## config.mk

```make
export PLATFORM = sky130hd
export DESIGN_NAME = pri_controller
export DESIGN_NICKNAME = d
export VERILOG_FILES = /design/src/pri_pkg.sv /design/src/pri_controller.sv
export SDC_FILE = /design/constraint.sdc
export NUM_CORES = 1
export LEC_CHECK = 0
export ABC_AREA = 1
export BUFFER_PORTS_ARGS = -buffer_cell sky130_fd_sc_hd__buf_2
export CORE_ASPECT_RATIO = 1.25
export CORE_MARGIN = 5
export CORE_UTILIZATION = 37
export DETAILED_ROUTE_END_ITERATION = 10
export PLACE_DENSITY = 0.6
export REMOVE_ABC_BUFFERS = 1
export SYNTH_ARGS = -nofsm -noshare
export SYNTH_HDL_FRONTEND = slang
export SYNTH_SLANG_ARGS = --single-unit
```

## constraint.sdc

```tcl
create_clock -name sys_clk -period 10.82 [get_ports sys_clk]
set_clock_uncertainty 0.15 [all_clocks]
set_input_delay 2.164 -clock sys_clk [delete_from_list [all_inputs] [get_ports sys_clk]]
set_output_delay 2.164 -clock sys_clk [all_outputs]
set_load 0.1 [all_outputs]
```

## src/pri_pkg.sv

```systemverilog
// Constants shared by the priority interrupt controller
package pri_pkg;
    localparam int NUM_SRC   = 8;
    localparam int NUM_TRAP  = 4;
    localparam int NUM_EVT   = 4;
    localparam int STK_DEPTH = 8;
    localparam logic [3:0] STK_FULL = 4'h8;

    // Register byte offsets
    localparam logic [7:0] ADR_CTRL1 = 8'h00;
    localparam logic [7:0] ADR_PEND  = 8'h04;
    localparam logic [7:0] ADR_ENAB  = 8'h08;
    localparam logic [7:0] ADR_PRIO0 = 8'h0C;
    localparam logic [7:0] ADR_PRIO3 = 8'h10;
    localparam logic [7:0] ADR_SRL   = 8'h14;
    localparam logic [7:0] ADR_TIMED_DISABLE_INSTR  = 8'h18;
    localparam logic [7:0] ADR_ISTAT = 8'h1C;
    localparam logic [7:0] ADR_IMASK = 8'h20;
    localparam logic [7:0] ADR_STATE = 8'h24;

    // Field positions
    localparam int NEST_DIS_BIT = 15;
    localparam int SRL_PRIO_LSB = 5;
    localparam int PRIO_FIELD_W = 4;

    // Levels and reset values
    localparam logic [2:0]  PRIO_RESET  = 3'h4;
    localparam logic [2:0]  PRIO_OFF    = 3'h0;
    localparam logic [2:0]  PRIO_TOP    = 3'h7;
    localparam logic [3:0]  TRAP_BASE   = 4'h8;
    localparam logic [3:0]  TIMED_DISABLE_INSTR_TOP    = 4'h6;
    localparam logic [3:0]  LVL_RESET   = 4'h0;
    localparam logic [15:0] TIMED_DISABLE_INSTR_RESET  = 16'h0000;

    // Sticky event bit positions
    localparam int EVT_IRQ      = 0;
    localparam int EVT_TRAP     = 1;
    localparam int EVT_RET      = 2;
    localparam int EVT_TIMED_DISABLE_INSTR_END = 3;
endpackage : pri_pkg

```

## src/pri_controller.sv

```systemverilog
// Priority interrupt controller with Wishbone register slave
//
// Overview of operation
// - Three-bit priority; 111 top, 000 disables
// - Reset sets every user priority to 4
// - Nesting disable blocks user sources preempting a running handler
// - Only enabled sources may request service
// - Pending stays until cleared; retaken after return
// - Return restores saved PC, status byte, level
// - Trap flag stays set; trap re-entered otherwise
// - Status priority bits all ones mask levels 1-7
// - Traps at levels 8-11 never masked
// - Timed disable holds levels 1-6, not 7
`timescale 1ns/1ps
module pri_controller
    import pri_pkg::*;
(
    input  wire logic                sys_clk,
    input  wire logic                nrst,
    input  wire logic [7:0]          wb_adr_i,
    input  wire logic [31:0]         wb_dat_i,
    input  wire logic [3:0]          wb_sel_i,
    input  wire logic                wb_we_i,
    input  wire logic                wb_cyc_i,
    input  wire logic                wb_stb_i,
    output logic      [31:0]         wb_dat_o,
    output logic                     wb_ack_o,
    output logic                     irq_out,
    input  wire logic [NUM_SRC-1:0]  srcEvent,
    input  wire logic [NUM_TRAP-1:0] trapEvent,
    input  wire logic                coreAck,
    input  wire logic                coreReturn,
    input  wire logic [15:0]         corePc,
    output logic                     coreReq,
    output logic      [3:0]          coreVector,
    output logic      [3:0]          coreLevel,
    output logic                     retValid,
    output logic      [15:0]         retPc,
    output logic      [7:0]          retSrl,
    output logic      [3:0]          retLevel
);

    // Byte-lane merge of a 16-bit register write
    function automatic logic [15:0] mergeWr(input logic [15:0] old, input logic [31:0] d, input logic [3:0] sel);
        mergeWr = {sel[1] ? d[15:8] : old[15:8], sel[0] ? d[7:0] : old[7:0]};
    endfunction : mergeWr

    // Pack four priority fields into a 16-bit register image
    function automatic logic [15:0] packPrio(input logic [3:0][2:0] p);
        packPrio = {1'b0, p[3], 1'b0, p[2], 1'b0, p[1], 1'b0, p[0]};
    endfunction : packPrio

    ////////////////////////////////////////////////////////////////////////
    // State
    logic                    ack_r,      ack_nxt;
    logic [31:0]             rdata_r,    rdata_nxt;
    logic [NUM_SRC-1:0]      pend_r,     pend_nxt;
    logic [NUM_SRC-1:0]      enab_r,     enab_nxt;
    logic [NUM_SRC-1:0][2:0] prio_r,     prio_nxt;
    logic                    nestDis_r,  nestDis_nxt;
    logic [NUM_TRAP-1:0]     trapFlag_r, trapFlag_nxt;
    logic [3:0]              cpuLevel_r, cpuLevel_nxt;
    logic [4:0]              srlLow_r,   srlLow_nxt;
    logic [15:0]             disiCnt_r,  disiCnt_nxt;
    logic [NUM_EVT-1:0]      istat_r,    istat_nxt;
    logic [NUM_EVT-1:0]      imask_r,    imask_nxt;
    logic [3:0]              sp_r,       sp_nxt;
    logic                    irq_r,      irq_nxt;
    logic                    req_r,      req_nxt;
    logic [3:0]              vec_r,      vec_nxt;
    logic [3:0]              lvl_r,      lvl_nxt;
    logic                    retV_r,     retV_nxt;
    logic [15:0]             retPc_r,    retPc_nxt;
    logic [7:0]              retSrl_r,   retSrl_nxt;
    logic [3:0]              retLvl_r,   retLvl_nxt;

    // Save stack; one entry per nested handler
    logic [15:0] stkPc  [STK_DEPTH];
    logic [4:0]  stkSrl [STK_DEPTH];
    logic [3:0]  stkLvl [STK_DEPTH];

    logic        busAcc;
    logic        busWr;
    logic [3:0]  bestLvl;
    logic [3:0]  bestIdx;
    logic        take;
    logic        accept;
    logic        popOk;
    logic [2:0]  popIdx;
    logic [2:0]  srlPrio;
    logic [15:0] wrd;
    logic [15:0] ctrlWr;

    assign busAcc  = wb_cyc_i & wb_stb_i & ~ack_r;
    assign busWr   = busAcc & wb_we_i;
    assign accept  = coreAck & req_r;
    assign popOk   = coreReturn & ~accept & (sp_r != 4'h0);
    assign popIdx  = 3'(sp_r - 4'h1);
    assign srlPrio = cpuLevel_r[3] ? PRIO_TOP : cpuLevel_r[2:0];
    assign wrd     = wb_dat_i[15:0];
    // Control register image after a byte-lane write; a call result cannot be bit-selected
    assign ctrlWr  = mergeWr({nestDis_r, 11'h000, trapFlag_r}, wb_dat_i, wb_sel_i);

    ////////////////////////////////////////////////////////////////////////
    // Arbitration: scan low to high with strict compare, so ties go to the lowest source
    always_comb begin
        bestLvl = LVL_RESET;
        bestIdx = 4'h0;
        for (int i = 0; i < NUM_SRC; i++) begin
            if (pend_r[i] && enab_r[i] && (prio_r[i] != PRIO_OFF)
                && !((disiCnt_r != TIMED_DISABLE_INSTR_RESET) && ({1'b0, prio_r[i]} <= TIMED_DISABLE_INSTR_TOP))
                && !(nestDis_r && (sp_r != 4'h0))
                && ({1'b0, prio_r[i]} > bestLvl)) begin
                bestLvl = {1'b0, prio_r[i]};
                bestIdx = 4'(i);
            end
        end
        // Traps sit above every user level and ignore all masking
        for (int j = 0; j < NUM_TRAP; j++) begin
            if (trapFlag_r[j] && ((TRAP_BASE + 4'(j)) > bestLvl)) begin
                bestLvl = TRAP_BASE + 4'(j);
                bestIdx = TRAP_BASE + 4'(j);
            end
        end
        take = (bestLvl > cpuLevel_r) && (sp_r != STK_FULL);
    end

    ////////////////////////////////////////////////////////////////////////
    // Next-state logic for registers, core handshake and save stack
    always_comb begin
        ack_nxt      = busAcc;
        rdata_nxt    = rdata_r;
        pend_nxt     = pend_r;
        enab_nxt     = enab_r;
        prio_nxt     = prio_r;
        nestDis_nxt  = nestDis_r;
        trapFlag_nxt = trapFlag_r;
        cpuLevel_nxt = cpuLevel_r;
        srlLow_nxt   = srlLow_r;
        disiCnt_nxt  = (disiCnt_r != TIMED_DISABLE_INSTR_RESET) ? disiCnt_r - 16'h0001 : disiCnt_r;
        istat_nxt    = istat_r;
        imask_nxt    = imask_r;
        sp_nxt       = sp_r;
        retV_nxt     = 1'b0;
        retPc_nxt    = retPc_r;
        retSrl_nxt   = retSrl_r;
        retLvl_nxt   = retLvl_r;

        // Software writes; hardware sets below win over any clear
        if (busWr) begin
            unique case (wb_adr_i)
                ADR_CTRL1: begin
                    nestDis_nxt  = ctrlWr[NEST_DIS_BIT];
                    trapFlag_nxt = ctrlWr[NUM_TRAP-1:0];
                end
                ADR_PEND:  pend_nxt = wb_sel_i[0] ? wrd[7:0] : pend_r;
                ADR_ENAB:  enab_nxt = wb_sel_i[0] ? wrd[7:0] : enab_r;
                ADR_PRIO0, ADR_PRIO3: begin
                    for (int k = 0; k < 4; k++) begin
                        if (wb_sel_i[k / 2])
                            prio_nxt[k + ((wb_adr_i == ADR_PRIO3) ? 4 : 0)] = wrd[k*PRIO_FIELD_W +: 3];
                    end
                end
                ADR_SRL: begin
                    if (wb_sel_i[0]) begin
                        srlLow_nxt = wrd[4:0];
                        if (!cpuLevel_r[3])
                            cpuLevel_nxt = {1'b0, wrd[7:SRL_PRIO_LSB]};
                    end
                end
                ADR_TIMED_DISABLE_INSTR:  disiCnt_nxt = mergeWr(disiCnt_r, wb_dat_i, wb_sel_i);
                ADR_ISTAT: istat_nxt = wb_sel_i[0] ? istat_r & ~wrd[NUM_EVT-1:0] : istat_r;
                ADR_IMASK: imask_nxt = wb_sel_i[0] ? wrd[NUM_EVT-1:0] : imask_r;
                default: ;
            endcase
        end

        // Register reads; unmapped offsets read as zero
        if (busAcc && !wb_we_i) begin
            unique case (wb_adr_i)
                ADR_CTRL1: rdata_nxt = {16'h0000, nestDis_r, 11'h000, trapFlag_r};
                ADR_PEND:  rdata_nxt = {24'h000000, pend_r};
                ADR_ENAB:  rdata_nxt = {24'h000000, enab_r};
                ADR_PRIO0: rdata_nxt = {16'h0000, packPrio(prio_r[3:0])};
                ADR_PRIO3: rdata_nxt = {16'h0000, packPrio(prio_r[7:4])};
                ADR_SRL:   rdata_nxt = {24'h000000, srlPrio, srlLow_r};
                ADR_TIMED_DISABLE_INSTR:  rdata_nxt = {16'h0000, disiCnt_r};
                ADR_ISTAT: rdata_nxt = {28'h0000000, istat_r};
                ADR_IMASK: rdata_nxt = {28'h0000000, imask_r};
                ADR_STATE: rdata_nxt = {16'h0000, sp_r, cpuLevel_r, vec_r, lvl_r};
                default:   rdata_nxt = 32'h00000000;
            endcase
        end

        // Hardware sets: flags stay until software clears them
        pend_nxt     = pend_nxt | srcEvent;
        trapFlag_nxt = trapFlag_nxt | trapEvent;

        // Core takes the presented request: save context, raise level
        if (accept) begin
            sp_nxt       = sp_r + 4'h1;
            cpuLevel_nxt = lvl_r;
            istat_nxt[lvl_r[3] ? EVT_TRAP : EVT_IRQ] = 1'b1;
        end else if (popOk) begin
            sp_nxt       = sp_r - 4'h1;
            cpuLevel_nxt = stkLvl[popIdx];
            srlLow_nxt   = stkSrl[popIdx];
            retV_nxt     = 1'b1;
            retPc_nxt    = stkPc[popIdx];
            retSrl_nxt   = {stkLvl[popIdx][3] ? PRIO_TOP : stkLvl[popIdx][2:0], stkSrl[popIdx]};
            retLvl_nxt   = stkLvl[popIdx];
            istat_nxt[EVT_RET] = 1'b1;
        end
        if (disiCnt_r == 16'h0001 && !(busWr && wb_adr_i == ADR_TIMED_DISABLE_INSTR))
            istat_nxt[EVT_TIMED_DISABLE_INSTR_END] = 1'b1;

        // Drop the request for the cycle after acceptance, until the new level settles
        req_nxt = take && !accept;
        vec_nxt = bestIdx;
        lvl_nxt = bestLvl;
        irq_nxt = |(istat_r & imask_r);
    end

    ////////////////////////////////////////////////////////////////////////
    // Registers
    always_ff @(posedge sys_clk) begin
        if (!nrst) begin
            ack_r      <= 1'b0;
            rdata_r    <= 32'h00000000;
            pend_r     <= '0;
            enab_r     <= '0;
            prio_r     <= {NUM_SRC{PRIO_RESET}};
            nestDis_r  <= 1'b0;
            trapFlag_r <= '0;
            cpuLevel_r <= LVL_RESET;
            srlLow_r   <= 5'h00;
            disiCnt_r  <= TIMED_DISABLE_INSTR_RESET;
            istat_r    <= '0;
            imask_r    <= '0;
            sp_r       <= 4'h0;
            irq_r      <= 1'b0;
            req_r      <= 1'b0;
            vec_r      <= 4'h0;
            lvl_r      <= LVL_RESET;
            retV_r     <= 1'b0;
            retPc_r    <= 16'h0000;
            retSrl_r   <= 8'h00;
            retLvl_r   <= LVL_RESET;
        end else begin
            ack_r      <= ack_nxt;
            rdata_r    <= rdata_nxt;
            pend_r     <= pend_nxt;
            enab_r     <= enab_nxt;
            prio_r     <= prio_nxt;
            nestDis_r  <= nestDis_nxt;
            trapFlag_r <= trapFlag_nxt;
            cpuLevel_r <= cpuLevel_nxt;
            srlLow_r   <= srlLow_nxt;
            disiCnt_r  <= disiCnt_nxt;
            istat_r    <= istat_nxt;
            imask_r    <= imask_nxt;
            sp_r       <= sp_nxt;
            irq_r      <= irq_nxt;
            req_r      <= req_nxt;
            vec_r      <= vec_nxt;
            lvl_r      <= lvl_nxt;
            retV_r     <= retV_nxt;
            retPc_r    <= retPc_nxt;
            retSrl_r   <= retSrl_nxt;
            retLvl_r   <= retLvl_nxt;
        end
    end

    // Stack push; contents need no reset since the pointer guards them
    always_ff @(posedge sys_clk) begin
        if (accept) begin
            stkPc[sp_r[2:0]]  <= corePc;
            stkSrl[sp_r[2:0]] <= srlLow_r;
            stkLvl[sp_r[2:0]] <= cpuLevel_r;
        end
    end

    assign wb_dat_o   = rdata_r;
    assign wb_ack_o   = ack_r;
    assign irq_out    = irq_r;
    assign coreReq    = req_r;
    assign coreVector = vec_r;
    assign coreLevel  = lvl_r;
    assign retValid   = retV_r;
    assign retPc      = retPc_r;
    assign retSrl     = retSrl_r;
    assign retLevel   = retLvl_r;
endmodule : pri_controller

```

==> flow_metrics.env <==
export IMPL_outcome="finished, final reports clean"
export IMPL_ir_drop_v=0.000186
export IMPL_final_instance_count_excl_fill=2276
export IMPL_drt_total_wl_um=46700
export IMPL_first_pass_grt_wire_length_um=69500
export IMPL_initial_utilization_pct=37.2
export IMPL_register_area_sq_mm=0.00877
export IMPL_worst_hold_path_type="register to register"
export IMPL_first_pass_iters=5
export IMPL_cts_root_to_sink_buffers=3
export IMPL_multi_input_area_sq_mm=0.00572
export IMPL_post_synth_inst_count=1570
export IMPL_gp_routability_congestion=0.928
export IMPL_clock_fmax_mhz=98.7
export IMPL_worst_hold_endpoint="retPc[1]$_SDFFE_PN0P_"
export IMPL_grt_pass1_vias=11615
export IMPL_hold_start="retPc[1]$_SDFFE_PN0P_"
export IMPL_maxCapViolCount=0
export IMPL_fillcell_total=4011
export IMPL_cp_max_fo=7
export IMPL_clkTransAtPathRegs_ns=0.06
export IMPL_synth_commonest_cells="sky130_fd_sc_hd__edfxtp_1 (200), sky130_fd_sc_hd__nand2_1 (195), sky130_fd_sc_hd__o21ai_0 (185), sky130_fd_sc_hd__nor2_1 (177), sky130_fd_sc_hd__inv_1 (147)"
export IMPL_path_common_cell="sky130_fd_sc_hd__nand2_1"
export IMPL_detail_route_drc_violations=0
export IMPL_drt_first_iter_violations=872
export IMPL_yosysWarnings=0
export IMPL_final_net_count=1805
export IMPL_worstPathArrival_ns=10.39
export IMPL_synthFlopType="sky130_fd_sc_hd__edfxtp_1"
export IMPL_fin_ws_ns=0.686
export IMPL_powerDensity_mw_per_mm2=261
export IMPL_timing_rr_start="disiCnt_r[1]$_SDFFE_PN0P_"
export IMPL_slew_headroom_pct=23.0
export IMPL_netlist_top_cell_by_area="sky130_fd_sc_hd__edfxtp_1"
export IMPL_track_usage_pct=19.8
export IMPL_yosys_top_cells_area="sky130_fd_sc_hd__edfxtp_1 (39%), sky130_fd_sc_hd__dfxtp_1 (18%), sky130_fd_sc_hd__o21ai_0 (6.1%), sky130_fd_sc_hd__nand2_1 (4.8%), sky130_fd_sc_hd__nor2_1 (4.4%)"
export IMPL_design_die_area_sq_mm=0.0454
export IMPL_cts_hold_buffers_added=0
export IMPL_setup_worst_path_class="register to register"
export IMPL_clock_sinks=337
export IMPL_ctsHtreeMaxLevel=2
export IMPL_crit_path_top_delay_cell="sky130_fd_sc_hd__dfxtp_1"
export IMPL_areaGrowthSynthToFinish_pct=18.1
export IMPL_grt_max_degree=106
export IMPL_stdcell_area_sq_mm=0.0180
export IMPL_die_height_um=237
export IMPL_hold_viol=0
export IMPL_core_region_area_sq_mm=0.0409
export IMPL_final_period_minus_worst_setup_slack_ns=10.13
export IMPL_synth_area_per_cell_sq_um=9.70
export IMPL_dp_worst_setup_slack_ns=0.132
export IMPL_vias_per_cell=5.38
export IMPL_timing_critical_path_from_type="register"
export IMPL_power_leakage_nw=6.76
export IMPL_netlist_area_sq_mm=0.0152
export IMPL_hpwlAfterDp_um=31100
export IMPL_worst_margin_pin_slew_ns=1.16
export IMPL_routed_wire_length_per_instance_um=20.5
export IMPL_critPathMaxStageDelay_ns=0.33
export IMPL_post_synth_cell_types=58
export IMPL_worst_hold_path_num_cells=1
export IMPL_timing_critical_path_required_ns=11.07
export IMPL_timing_rr_end="coreReq$_SDFF_PN0_"
export IMPL_antenna_cells=0
export IMPL_placement_rows=83
export IMPL_clkLatencyLatePin_ns=0.53
export IMPL_cts_buffers_inserted=37
export IMPL_worst_r2r_setup_slack_ns=0.69
export IMPL_min_period_over_period_pct=93.7
export IMPL_synth_seq_cells=337
export IMPL_place_port_buffers=116
export IMPL_io_pin_count=151
export IMPL_final_antenna_net_count=0
export IMPL_critPathLaunch="disiCnt_r[1]$_SDFFE_PN0P_"
export IMPL_layout_drive_gt1_share_pct=19.4
export IMPL_tritoncts_clock_tree="yes"
export IMPL_setup_viol_count_final=0
export IMPL_worst_setup_path_end_kind="register"
export IMPL_synth_sequential_area_ratio_pct=57.4
export IMPL_dpl_cell_count=2189
export IMPL_yosys_area_top_type_share_pct=39.4
export IMPL_reg2reg_depth=82
export IMPL_placed_area_sq_mm=0.0163
export IMPL_fp_dieW_um=192
export IMPL_synth_enable_flop_cells=200
export IMPL_globalRoute_totalOverflow=0
export IMPL_detailroute_via_count=12235
export IMPL_async_reset_ff_share_pct=0
export IMPL_post_synth_top_count_cell="sky130_fd_sc_hd__edfxtp_1"
export IMPL_timing_max_transition_violations_final=0
export IMPL_grt_antenna_before_repair=0
export IMPL_clock_tree_root_cell="sky130_fd_sc_hd__clkbuf_16"
## through the flow
| stage | util (%) | hold slack (ns) | total power, mW | TNS, ns |
|---|---|---|---|---|
| after floorplan | - | 0.300 | 2.81 | -7.49 |
| after global placement | 40.0 | 0.295 | 3.30 | 0 |
| after detailed placement | 40.0 | 0.297 | 3.32 | 0 |
| after CTS | 43.1 | 0.311 | 4.65 | 0 |
| after global routing | 44.0 | 0.323 | 4.92 | -0.0768 |
| final | 44.0 | 0.308 | 4.69 | 0 |
## timing repair
item / in CTS / in global routing
buffers inserted: 0 / 20
resized for setup: 0 / 56
setup endpoints to repair: 0 / 6
## cells by family after synthesis
| family | after synthesis | share of synthesized area [%] |
|---|---|---|
| flip-flops | 337 | 57.4 |
| AO/OA/AOI/OAI | 458 | 18.6 |
| other | 1 | 0.0246 |
| AND/OR/NAND/NOR | 489 | 14.3 |
| XOR/XNOR | 5 | 0.287 |
| adder cells (fa/ha/maj) | 30 | 2.46 |
| buffers and inverters | 250 | 6.83 |
## cells in the final DEF (no fill, tap or decap), drive strengths merged, types with 2 or more instances in the layout
cell type,Yosys,routed
inv,157,159
a211oi,11,11
clkbuf,56,41
o211ai,20,20
bufinv,0,7
a311oi,2,2
buf,29,157
clkinv,8,22
ha,30,30
nand2,209,209
o2111ai,5,5
o21bai,3,3
o31ai,12,12
a32o,17,17
nand4,9,9
o22ai,17,17
nand3,55,55
edfxtp,200,200
and2,5,5
dfxtp,137,137
a221oi,5,5
nor2,196,196
a31oi,11,11
a21oi,108,108
nor3,12,12
conb,1,16
o21ai,189,189
o221ai,51,51
xor2,4,4
clkinvlp,0,3
## worst max-delay path, delay by kind of cell (launching register included)
kind / cells / cell delay, ns
compound gates: 9 / 1.32
simple gates: 47 / 4.50
flops: 1 / 0.33
fa+ha+maj: 9 / 2.20
buf+inv: 17 / 1.49
## area by class of cell
class | instances | area share [%]
well taps | 552 | 3.84
repair buffers | 157 | 4.94
flip-flops and latches | 337 | 48.7
clock buffers | 41 | 5.34
clock inverters | 26 | 1.84
multi-input cells | 998 | 31.8
inverters | 165 | 3.49
## state kept, by name, indices dropped and copies added, names as in the netlist, 5 cells and up
signal,flops
stkPc,128
stkSrl,40
stkLvl,32
prio_r,24
disiCnt_r,16
retPc,16
wb_dat_o,16
enab_r,8
pend_r,8
retSrl,8
srlLow_r,5
## power breakdown
part / switching, mW / internal (mW)
clock: 0.517 / 0.813
combinational: 1.26 / 0.472
sequential: 0.111 / 1.52
## how the worst max path moves through the flow
stage                                    end  slack [ns]
after detailed placement  coreReq$_SDFF_PN0_        0.13
after CTS                 coreReq$_SDFF_PN0_        0.07
after global routing      coreReq$_SDFF_PN0_       -0.08
after floorplan           coreReq$_SDFF_PN0_       -1.66
final                     coreReq$_SDFF_PN0_        0.69
after global placement    coreReq$_SDFF_PN0_        0.26
## layer usage
| metal | vias up | share of wire [%] | global-route usage (%) |
|---|---|---|---|
| met5 | - | 0 | 0 |
| met4 | 0 | 3.5 | 6.60 |
| met3 | 103 | 5.6 | 2.90 |
| met2 | 414 | 51 | 35.1 |
| met1 | 5922 | 40 | 24.5 |
| li1 | 5796 | - | - |
Power figures use the tool's default switching activity.
